==> src/include/lem_defines.svh <==
`ifndef LEM_DEFINES_SVH
`define LEM_DEFINES_SVH
// register byte offsets
`define LEM_OFF_CTRL     8'h00
`define LEM_OFF_MODE     8'h04
`define LEM_OFF_CSEL     8'h08
`define LEM_OFF_START    8'h0C
`define LEM_OFF_CLKSEL   8'h10
`define LEM_OFF_PACK     8'h14
`define LEM_OFF_STATUS   8'h30
`define LEM_OFF_LUT0     8'h40
// field positions
`define LEM_CTRL_RSTEN   0
`define LEM_FLD_LO       0
`define LEM_FLD_MID      10
`define LEM_FLD_HI       20
`define LEM_STAT_CARRY   10
`define LEM_STAT_CHIP    11
// geometry and reset values
`define LEM_N            10
`define LEM_GROUP        5
`define LEM_RST_CFG      10'h000
`define LEM_RST_MASK     16'h0000
`endif

==> src/include/lem_pkg.sv <==
package lem_pkg;
    // operating mode of one logic element
    typedef enum logic [1:0] {
        LEM_NORMAL = 2'b01,
        LEM_ARITH  = 2'b10
    } lem_mode_type;
    typedef logic [15:0] lem_mask_type;
endpackage

==> src/rtl/lem_lab.sv <==
`timescale 1ns/100ps
`default_nettype none
`include "lem_defines.svh"

module lem_lab
    import lem_pkg::*;
(
    input  wire logic        hclk,              // system clock
    input  wire logic        hresetn,           // async reset, active low
    input  wire logic        clk_en,            // freezes all state except hreadyout and hresp when low
    input  wire logic        hsel,              // ahb select
    input  wire logic [31:0] haddr,             // ahb address
    input  wire logic [1:0]  htrans,            // ahb transfer type
    input  wire logic        hwrite,            // ahb write
    input  wire logic [2:0]  hsize,             // ahb size
    input  wire logic [31:0] hwdata,            // ahb write data
    input  wire logic        hready,            // ahb bus ready
    output logic      [31:0] hrdata,            // ahb read data
    output logic             hreadyout,         // ahb slave ready
    output logic             hresp,             // ahb response
    input  wire logic [9:0]  din_a,             // first data input per element
    input  wire logic [9:0]  din_b,             // second data input per element
    input  wire logic [9:0]  din_c,             // third data input per element
    input  wire logic [9:0]  fourth_data_input, // fourth data input per element
    input  wire logic        block_carry_in,    // carry from previous block
    input  wire logic        lut_chain_in,      // table chain into element 0
    input  wire logic        reg_chain_in,      // register chain into element 0
    input  wire logic [1:0]  lab_clk_ena,       // two block clock enables
    input  wire logic [1:0]  async_clr,         // two block clears, active high
    input  wire logic        async_load,        // block preset/load, active high
    input  wire logic        sync_clr,          // block synchronous clear
    input  wire logic        sync_load,         // block synchronous load
    input  wire logic        add_sub,           // 1 = subtract
    input  wire logic        chip_wide_reset_n, // chip reset pin, active low
    output logic      [9:0]  comb_out,          // table or sum output per element
    output logic      [9:0]  reg_out,           // element registers
    output logic             lut_chain_out,     // table chain to next block
    output logic             reg_chain_out,     // register chain to next block
    output logic             block_carry_out    // final carry to next block
);
    logic [9:0]   mode;          // 1 = arithmetic
    logic [9:0]   csel;          // normal: carry instead of fourth input
    logic [9:0]   start;         // element begins a carry chain
    logic [9:0]   ce_sel;
    logic [9:0]   clr_sel;
    logic [9:0]   lchain;        // table input a from table chain
    logic [9:0]   rsrc;          // register data from register chain
    logic [9:0]   cnt;           // counter mode in arithmetic
    logic [9:0]   preset;        // async load drives high
    logic         rst_en;
    lem_mask_type lut_mask [0:9];
    logic         chip_s1;
    logic         chip_ok;
    logic [9:0]   reg_q;
    logic [9:0]   tout;
    logic [9:0]   aclr_v;
    logic [9:0]   ce_v;
    logic [10:0]  cz;            // zero-assumed chain carries
    logic [10:0]  co;            // one-assumed chain carries
    logic [10:0]  lutc;
    logic [10:0]  rch;
    logic         gsel0;
    logic         gsel1;
    logic         fin_carry;
    logic         a_act;
    logic         a_wr;
    logic [7:0]   a_addr;
    logic         a_ok;
    logic [31:0]  next_hrdata;
    logic [10:0]  exp_sum;

    // chip reset pin crosses in through two flops
    always_ff @(posedge hclk or negedge hresetn)
    begin
        if (!hresetn)
        begin
            chip_s1 <= 1'b1;
            chip_ok <= 1'b1;
        end
        else if (clk_en)
        begin
            chip_s1 <= chip_wide_reset_n;
            chip_ok <= chip_s1;
        end
    end

    // ahb address phase capture; single cycle answer, no wait states
    always_ff @(posedge hclk or negedge hresetn)
    begin
        if (!hresetn)
        begin
            a_wr   <= 1'b0;
            a_addr <= 8'h00;
        end
        else if (clk_en)
        begin
            a_wr   <= hsel && hready && htrans[1] && hwrite && (haddr[31:8] == 24'h000000);
            a_addr <= haddr[7:0];
        end
    end

    assign a_act = hsel && hready && htrans[1] && !hwrite;
    assign a_ok  = (haddr[31:8] == 24'h000000);

    // response is always okay and never stretched
    always_ff @(posedge hclk or negedge hresetn)
    begin
        if (!hresetn)
        begin
            hreadyout <= 1'b0;
            hresp     <= 1'b0;
        end
        else
        begin
            hreadyout <= 1'b1;
            hresp     <= 1'b0;
        end
    end

    // read mux, evaluated in the address phase so data is ready next cycle
    always_comb
    begin
        next_hrdata = 32'h00000000;
        if (a_act && a_ok)
        begin
            unique case (haddr[7:0])
                `LEM_OFF_CTRL:   next_hrdata = {31'h0, rst_en};
                `LEM_OFF_MODE:   next_hrdata = {22'h0, mode};
                `LEM_OFF_CSEL:   next_hrdata = {22'h0, csel};
                `LEM_OFF_START:  next_hrdata = {22'h0, start};
                `LEM_OFF_CLKSEL: next_hrdata = {2'h0, lchain, clr_sel, ce_sel};
                `LEM_OFF_PACK:   next_hrdata = {2'h0, preset, cnt, rsrc};
                `LEM_OFF_STATUS: next_hrdata = {20'h0, chip_ok, fin_carry, reg_q};
                default:
                    if (haddr[7:6] == 2'b01 && haddr[5:2] < 4'hA)
                        next_hrdata = {16'h0, lut_mask[haddr[5:2]]};
            endcase
        end
    end

    always_ff @(posedge hclk or negedge hresetn)
    begin
        if (!hresetn)
            hrdata <= 32'h00000000;
        else if (clk_en)
            hrdata <= next_hrdata;
    end

    // configuration writes in the data phase
    always_ff @(posedge hclk or negedge hresetn)
    begin
        if (!hresetn)
        begin
            rst_en  <= 1'b0;
            mode    <= `LEM_RST_CFG;
            csel    <= `LEM_RST_CFG;
            start   <= `LEM_RST_CFG;
            ce_sel  <= `LEM_RST_CFG;
            clr_sel <= `LEM_RST_CFG;
            lchain  <= `LEM_RST_CFG;
            rsrc    <= `LEM_RST_CFG;
            cnt     <= `LEM_RST_CFG;
            preset  <= `LEM_RST_CFG;
            for (int k = 0; k < `LEM_N; k++)
                lut_mask[k] <= `LEM_RST_MASK;
        end
        else if (clk_en && a_wr)
        begin
            unique case (a_addr)
                `LEM_OFF_CTRL:  rst_en <= hwdata[`LEM_CTRL_RSTEN];
                `LEM_OFF_MODE:  mode   <= hwdata[9:0];  // one bit per element
                `LEM_OFF_CSEL:  csel   <= hwdata[9:0];
                `LEM_OFF_START: start  <= hwdata[9:0];
                `LEM_OFF_CLKSEL:
                begin
                    ce_sel  <= hwdata[`LEM_FLD_LO +: 10];
                    clr_sel <= hwdata[`LEM_FLD_MID +: 10];
                    lchain  <= hwdata[`LEM_FLD_HI +: 10];
                end
                `LEM_OFF_PACK:
                begin
                    rsrc   <= hwdata[`LEM_FLD_LO +: 10];
                    cnt    <= hwdata[`LEM_FLD_MID +: 10];
                    preset <= hwdata[`LEM_FLD_HI +: 10];
                end
                default:
                    if (a_addr[7:6] == 2'b01 && a_addr[5:2] < 4'hA)
                        lut_mask[a_addr[5:2]] <= hwdata[15:0];
            endcase
        end
    end

    // chain ends: element 0 fed from the neighbouring block
    assign cz[0]   = 1'b0;
    assign co[0]   = 1'b1;
    assign lutc[0] = lut_chain_in;
    assign rch[0]  = reg_chain_in;

    // block carry selection at the fifth and tenth elements
    assign gsel0     = block_carry_in;
    assign gsel1     = gsel0 ? co[`LEM_GROUP] : cz[`LEM_GROUP];
    assign fin_carry = gsel1 ? co[`LEM_N] : cz[`LEM_N];

    genvar i;
    generate
        for (i = 0; i < `LEM_N; i++)
        begin : g_le
            lem_mode_type emode;
            logic         sub;
            logic         opa;
            logic         opb;
            logic         zin;
            logic         oin;
            logic         car;
            logic         lut_a;
            logic         d3s;
            logic         lut_v;
            logic         sum;
            logic         hold;

            assign emode = mode[i] ? LEM_ARITH : LEM_NORMAL;
            // subtract only in arithmetic; counters take up/down locally
            assign sub = (emode == LEM_ARITH) &&
                         (cnt[i] ? !fourth_data_input[i] : add_sub);
            assign opa = cnt[i] ? reg_q[i] : din_a[i];
            assign opb = din_b[i] ^ sub;
            // chain start takes the subtract select as its carry
            assign zin = start[i] ? sub : ((i == `LEM_GROUP) ? 1'b0 : cz[i]);
            assign oin = start[i] ? sub : ((i == `LEM_GROUP) ? 1'b1 : co[i]);
            // each chain carry picks that chain's carry-out
            assign cz[i+1] = zin ? (opa | opb) : (opa & opb);
            assign co[i+1] = oin ? (opa | opb) : (opa & opb);
            assign car = ((i < `LEM_GROUP) ? gsel0 : gsel1) ? oin : zin;
            assign sum = opa ^ opb ^ car;
            // normal table with carry or fourth input and table chain
            assign lut_a   = lchain[i] ? lutc[i] : din_a[i];
            assign d3s     = csel[i] ? car : fourth_data_input[i];
            assign lut_v   = lut_mask[i][{d3s, din_c[i], din_b[i], lut_a}];
            assign lutc[i+1] = lut_v;
            assign rch[i+1]  = reg_q[i];
            assign tout[i] = (emode == LEM_ARITH) ? sum : lut_v;
            // block-wide enable and clear picked per element
            assign ce_v[i]   = lab_clk_ena[ce_sel[i]];
            assign aclr_v[i] = async_clr[clr_sel[i]];
            assign hold      = cnt[i] && (emode == LEM_ARITH) && !din_c[i];

            // element register; asynchronous controls take effect at the clock edge
            always_ff @(posedge hclk or negedge hresetn)
            begin
                if (!hresetn)
                    reg_q[i] <= 1'b0;
                else if (clk_en)
                begin
                    if (rst_en && !chip_ok)
                        reg_q[i] <= 1'b0;
                    else if (aclr_v[i])
                        reg_q[i] <= 1'b0;
                    else if (async_load)
                        reg_q[i] <= preset[i] | fourth_data_input[i] & !preset[i];
                    else if (ce_v[i])
                    begin
                        if (sync_clr)
                            reg_q[i] <= 1'b0;
                        else if (sync_load)
                            reg_q[i] <= fourth_data_input[i];
                        else if (!hold)
                            reg_q[i] <= rsrc[i] ? rch[i] : tout[i];
                    end
                end
            end
        end
    endgenerate

    // outputs: table and register copies drive separate ports
    always_ff @(posedge hclk or negedge hresetn)
    begin
        if (!hresetn)
        begin
            comb_out        <= 10'h000;
            lut_chain_out   <= 1'b0;
            block_carry_out <= 1'b0;
        end
        else if (clk_en)
        begin
            comb_out        <= tout;
            lut_chain_out   <= lutc[`LEM_N];
            block_carry_out <= fin_carry;
        end
    end

    assign reg_out       = reg_q;
    assign reg_chain_out = reg_q[9];

    // reference adder for the checks below
    assign exp_sum = {1'b0, din_a} + {1'b0, din_b ^ {10{add_sub}}} + {10'h000, add_sub};
endmodule

`default_nettype wire

==> config.mk <==
export PLATFORM = sky130hd
export DESIGN_NAME = lem_lab
export DESIGN_NICKNAME = d
export VERILOG_FILES = /design/src/include/lem_pkg.sv /design/src/rtl/lem_lab.sv
export VERILOG_INCLUDE_DIRS = /design/src /design/src/include
export SDC_FILE = /design/constraint.sdc
export NUM_CORES = 1
export LEC_CHECK = 0
export ABC_AREA = 1
export ABC_CLOCK_PERIOD_IN_PS = 8600
export BUFFER_PORTS_ARGS = -buffer_cell sky130_fd_sc_hd__buf_2
export CAP_MARGIN = 25
export CORE_ASPECT_RATIO = 0.75
export CORE_MARGIN = 2
export CORE_UTILIZATION = 45
export DETAILED_ROUTE_END_ITERATION = 7
export PLACE_DENSITY = 0.66
export SLEW_MARGIN = 20
export SYNTH_ARGS = -nofsm -noshare
export SYNTH_HDL_FRONTEND = slang
export SYNTH_SLANG_ARGS = --single-unit
==> constraint.sdc <==
create_clock -name hclk -period 8.6 [get_ports hclk]
set_clock_uncertainty 0.1 [all_clocks]
set_input_delay 1.72 -clock hclk [delete_from_list [all_inputs] [get_ports hclk]]
set_output_delay 1.72 -clock hclk [all_outputs]
set_load 0.01 [all_outputs]
==> results.sh <==
export IMPL_critical_path_peak_fanout=8
export IMPL_area_growth_pct=21.9
export IMPL_critPathTopFamily="simple AND/OR/NAND/NOR gates"
export IMPL_yosys_area_top_type="dfrtp_1"
export IMPL_fin_cells=2993
export IMPL_cts_buffer_depth=3
export IMPL_grtUsageTotal_pct=33.7
export IMPL_wl_per_cell_um=23.8
export IMPL_synth_top_family_by_area="simple AND/OR/NAND/NOR gates"
export IMPL_cts_tree="done"
export IMPL_synth_area_top_cells="dfrtp_1 44%, nand3_1 11%, o21ai_0 11%"
export IMPL_dp_hpwl_mm=51.1
export IMPL_whs_path_depth=2
export IMPL_crit_path_frequent_cell="nand3_2"
export IMPL_p_leak_nw=9.70
export IMPL_r2r_cells=68
export IMPL_final_util_pct=56.1
export IMPL_crit_type="primary input to register"
export IMPL_gp_congestion=0.967
export IMPL_path_buf_inv=8
export IMPL_fmaxAchievable_mhz=120
export IMPL_firstDrtPassIters=6
export IMPL_drv_cap=0
export IMPL_die_h_um=176
export IMPL_start_util_pct=46.0
export IMPL_finalSetupViolCount=0
export IMPL_synth_compound_area_share_pct=19.6
export IMPL_finalCritPeriodShare_pct=97.3
export IMPL_synth_mux_area_share_pct=0
export IMPL_num_rows=62
export IMPL_drive_above_1_share_pct=21.0
export IMPL_end_kind="register"
export IMPL_portBuffers=174
export IMPL_power_density_nw_per_um2=164
export IMPL_remaining_drc_errors=0
export IMPL_min_path_type="register to register"
export IMPL_dp_slack_ps=-421
export IMPL_dieArea_um2=41100
export IMPL_synth_edff_count=0
export IMPL_crit_arrival_ps=8700
export IMPL_cp_depth=69
export IMPL_synth_top_area_share_pct=44.1
export IMPL_dieWidth_um=233
export IMPL_grt_pass1_wl_mm=103
export IMPL_syn_cell_area_um2=17800
export IMPL_r2r_start="cnt[0]$_DFFE_PN0P_"
export IMPL_clk_latency_ps=540
export IMPL_antenna_found_initial=0
export IMPL_synth_avg_cell_area_um2=7.69
export IMPL_core_um2=38600
export IMPL_grt_start_max_net_pins=149
export IMPL_synth_fa_ha_area_share_pct=1.41
export IMPL_crit_required_ps=8930
export IMPL_clock_sinks=315
export IMPL_ys_flop_type="dfrtp_1"
export IMPL_yosysSeqAreaShare_pct=44.4
export IMPL_first_global_vias=16692
export IMPL_drt_iter0_drc=2711
export IMPL_critPathLaunch="add_sub"
export IMPL_synth_cell_type_count=49
export IMPL_antenna_cells=0
export IMPL_final_min_clock_period_ps=8370
export IMPL_cp_start_kind="primary input"
export IMPL_clk_pin_slew_worst_paths_ps=60
export IMPL_fillers=3600
export IMPL_critical_path_max_stage_delay_ps=220
export IMPL_hold_violations=0
export IMPL_syn_inst=2308
export IMPL_io_pins=184
export IMPL_status="finished, final reports clean"
export IMPL_critPathSlowestCell="o21ai_1"
export IMPL_gr_total_overflow=0
export IMPL_async_flop_share_pct=100
export IMPL_worstMarginPinSlew_ps=1080
export IMPL_viasPerCell=6.15
export IMPL_slew_viol_final=0
export IMPL_fin_nets=2603
export IMPL_r2r_end="reg_chain_out$_DFFE_PN0P_"
export IMPL_yosys_area_share_simple_pct=26.7
export IMPL_ys_seq_elements=315
export IMPL_rrSetupSlack_ps=890
export IMPL_routed_wl_mm=71.2
export IMPL_cts_made_buffers=35
export IMPL_ir_worst_vdd_mv=0.136
export IMPL_vias=18406
export IMPL_clock_root_buffer="clkbuf_16"
export IMPL_timing_final_ws_setup_ps=232
export IMPL_dpl_cell_count=2914
export IMPL_hp_start="comb_out[0]$_DFFE_PN0P_"
export IMPL_slew_headroom_pct=27.6
export IMPL_htreeDepth=2
export IMPL_ys_warn_count=0
export IMPL_holdPathEnd="comb_out[0]$_DFFE_PN0P_"
export IMPL_synth_xor_area_share_pct=0.987
export IMPL_ant_nets=0
## flip-flops by register name, summed over array words and instances (netlist names), 8 cells and up
register,cells
lut_mask,160
hrdata,30
ce_sel,10
clr_sel,10
cnt,10
comb_out,10
csel,10
lchain,10
mode,10
preset,10
rsrc,10
start,10
reg_out,9
a_addr,8
## logic make-up (layout without fill, tap and decap cells)
logic type | Yosys count | count (layout)
xor gates and xnor gates | 20 | 20
and+or+nand+nor | 1036 | 1038
DFF | 315 | 315
adders and majority gates | 20 | 20
other | 2 | 4
AOI/OAI and AO/OA | 600 | 600
buffers and inverters | 315 | 484
## layout make-up
class / instances / area (µm²) / area share, %
Clock inverter: 17 / 201 / 0.931
Timing Repair Buffer: 229 / 1390 / 6.44
Multi-Input combinational cell: 1682 / 9770 / 45.2
Sequential cell: 315 / 7890 / 36.4
Clock buffer: 45 / 1020 / 4.70
Tap cell: 512 / 641 / 2.96
Inverter: 193 / 724 / 3.35
## cell usage after synthesis (all sizes together), types with 2 or more instances
master,count
dfrtp,313
o311ai,19
a32o,10
nand3,413
nand4,6
ha,20
o31ai,8
a211oi,13
nor4,16
o22ai,13
dfstp,2
inv,189
or2,9
o211ai,20
a221o,3
clkinv,4
buf,11
nand3b,4
conb,2
nor3,4
a22o,17
nor2,51
xnor2,4
a22oi,50
o21ai,392
a31oi,4
nand2,532
clkbuf,111
a21oi,46
xor2,16
## placed cells by master (no fill, tap or decap), types with 19 or more instances in the layout
master	netlist	final
nand2_1	512	494
o21ai_0	385	381
dfrtp_1	313	313
nand3_1	392	252
inv_1	185	183
buf_2	1	171
nand3_2	19	141
a22oi_1	50	50
nor2_1	51	48
a21oi_1	46	46
buf_4	5	46
clkbuf_16	0	37
nand3_4	2	22
o211ai_1	19	19
o311ai_0	19	19
ha_1	20	19
## per-layer routing
layer / vias to the layer above / part of all wire, % / track usage, %
li1: 8276 / - / -
met1: 8885 / 42 / 50.0
met2: 1116 / 44 / 49.8
met3: 129 / 11 / 5.81
met4: 0 / 3.2 / 11.0
met5: - / 0 / 0
## worst reg2reg max path, delay by kind of cell (launching register included)
family                   cells  cell delay [ps]
AND/OR/NAND/NOR             53             4930
AO/OA/AOI/OAI                6              870
buffers and inverters        7              790
flip-flops                   1              550
XOR/XNOR                     1              190
adder cells (fa/ha/maj)      1              190
## metrics by stage
step           power (mW)  hold WS, ps  setup TNS, ps  instance area (µm²)
2_1_floorplan        1.73          344              0                17800
3_5_place_dp         1.91          366          -1280                19200
5_1_grt              3.65          387           -618                21600
6_report             3.55          372              0                21600
4_1_cts              3.51          377              0                20400
3_3_place_gp         1.91          355           -509                19100
## worst max-delay path by stage
stage / end / slack (ps)
after floorplan: reg_chain_out$_DFFE_PN0P_ / 860
after global placement: reg_chain_out$_DFFE_PN0P_ / -250
after detailed placement: reg_chain_out$_DFFE_PN0P_ / -420
after CTS: reg_chain_out$_DFFE_PN0P_ / 100
after global routing: reg_chain_out$_DFFE_PN0P_ / -220
final: reg_chain_out$_DFFE_PN0P_ / 230
## power by group
part           switching (mW)  total (mW)  internal [mW]
sequential             0.0187        1.52           1.50
clock                   0.663        1.62          0.957
combinational           0.290       0.412          0.122
total                   0.972        3.55           2.58
## what timing repair did
item,4_1_cts,5_1_grt
endpoints found under the setup margin,0,5
buffers inserted,0,8
hold buffers,0,0
gates resized for setup,0,209
(Power assumes the default switching activity.)
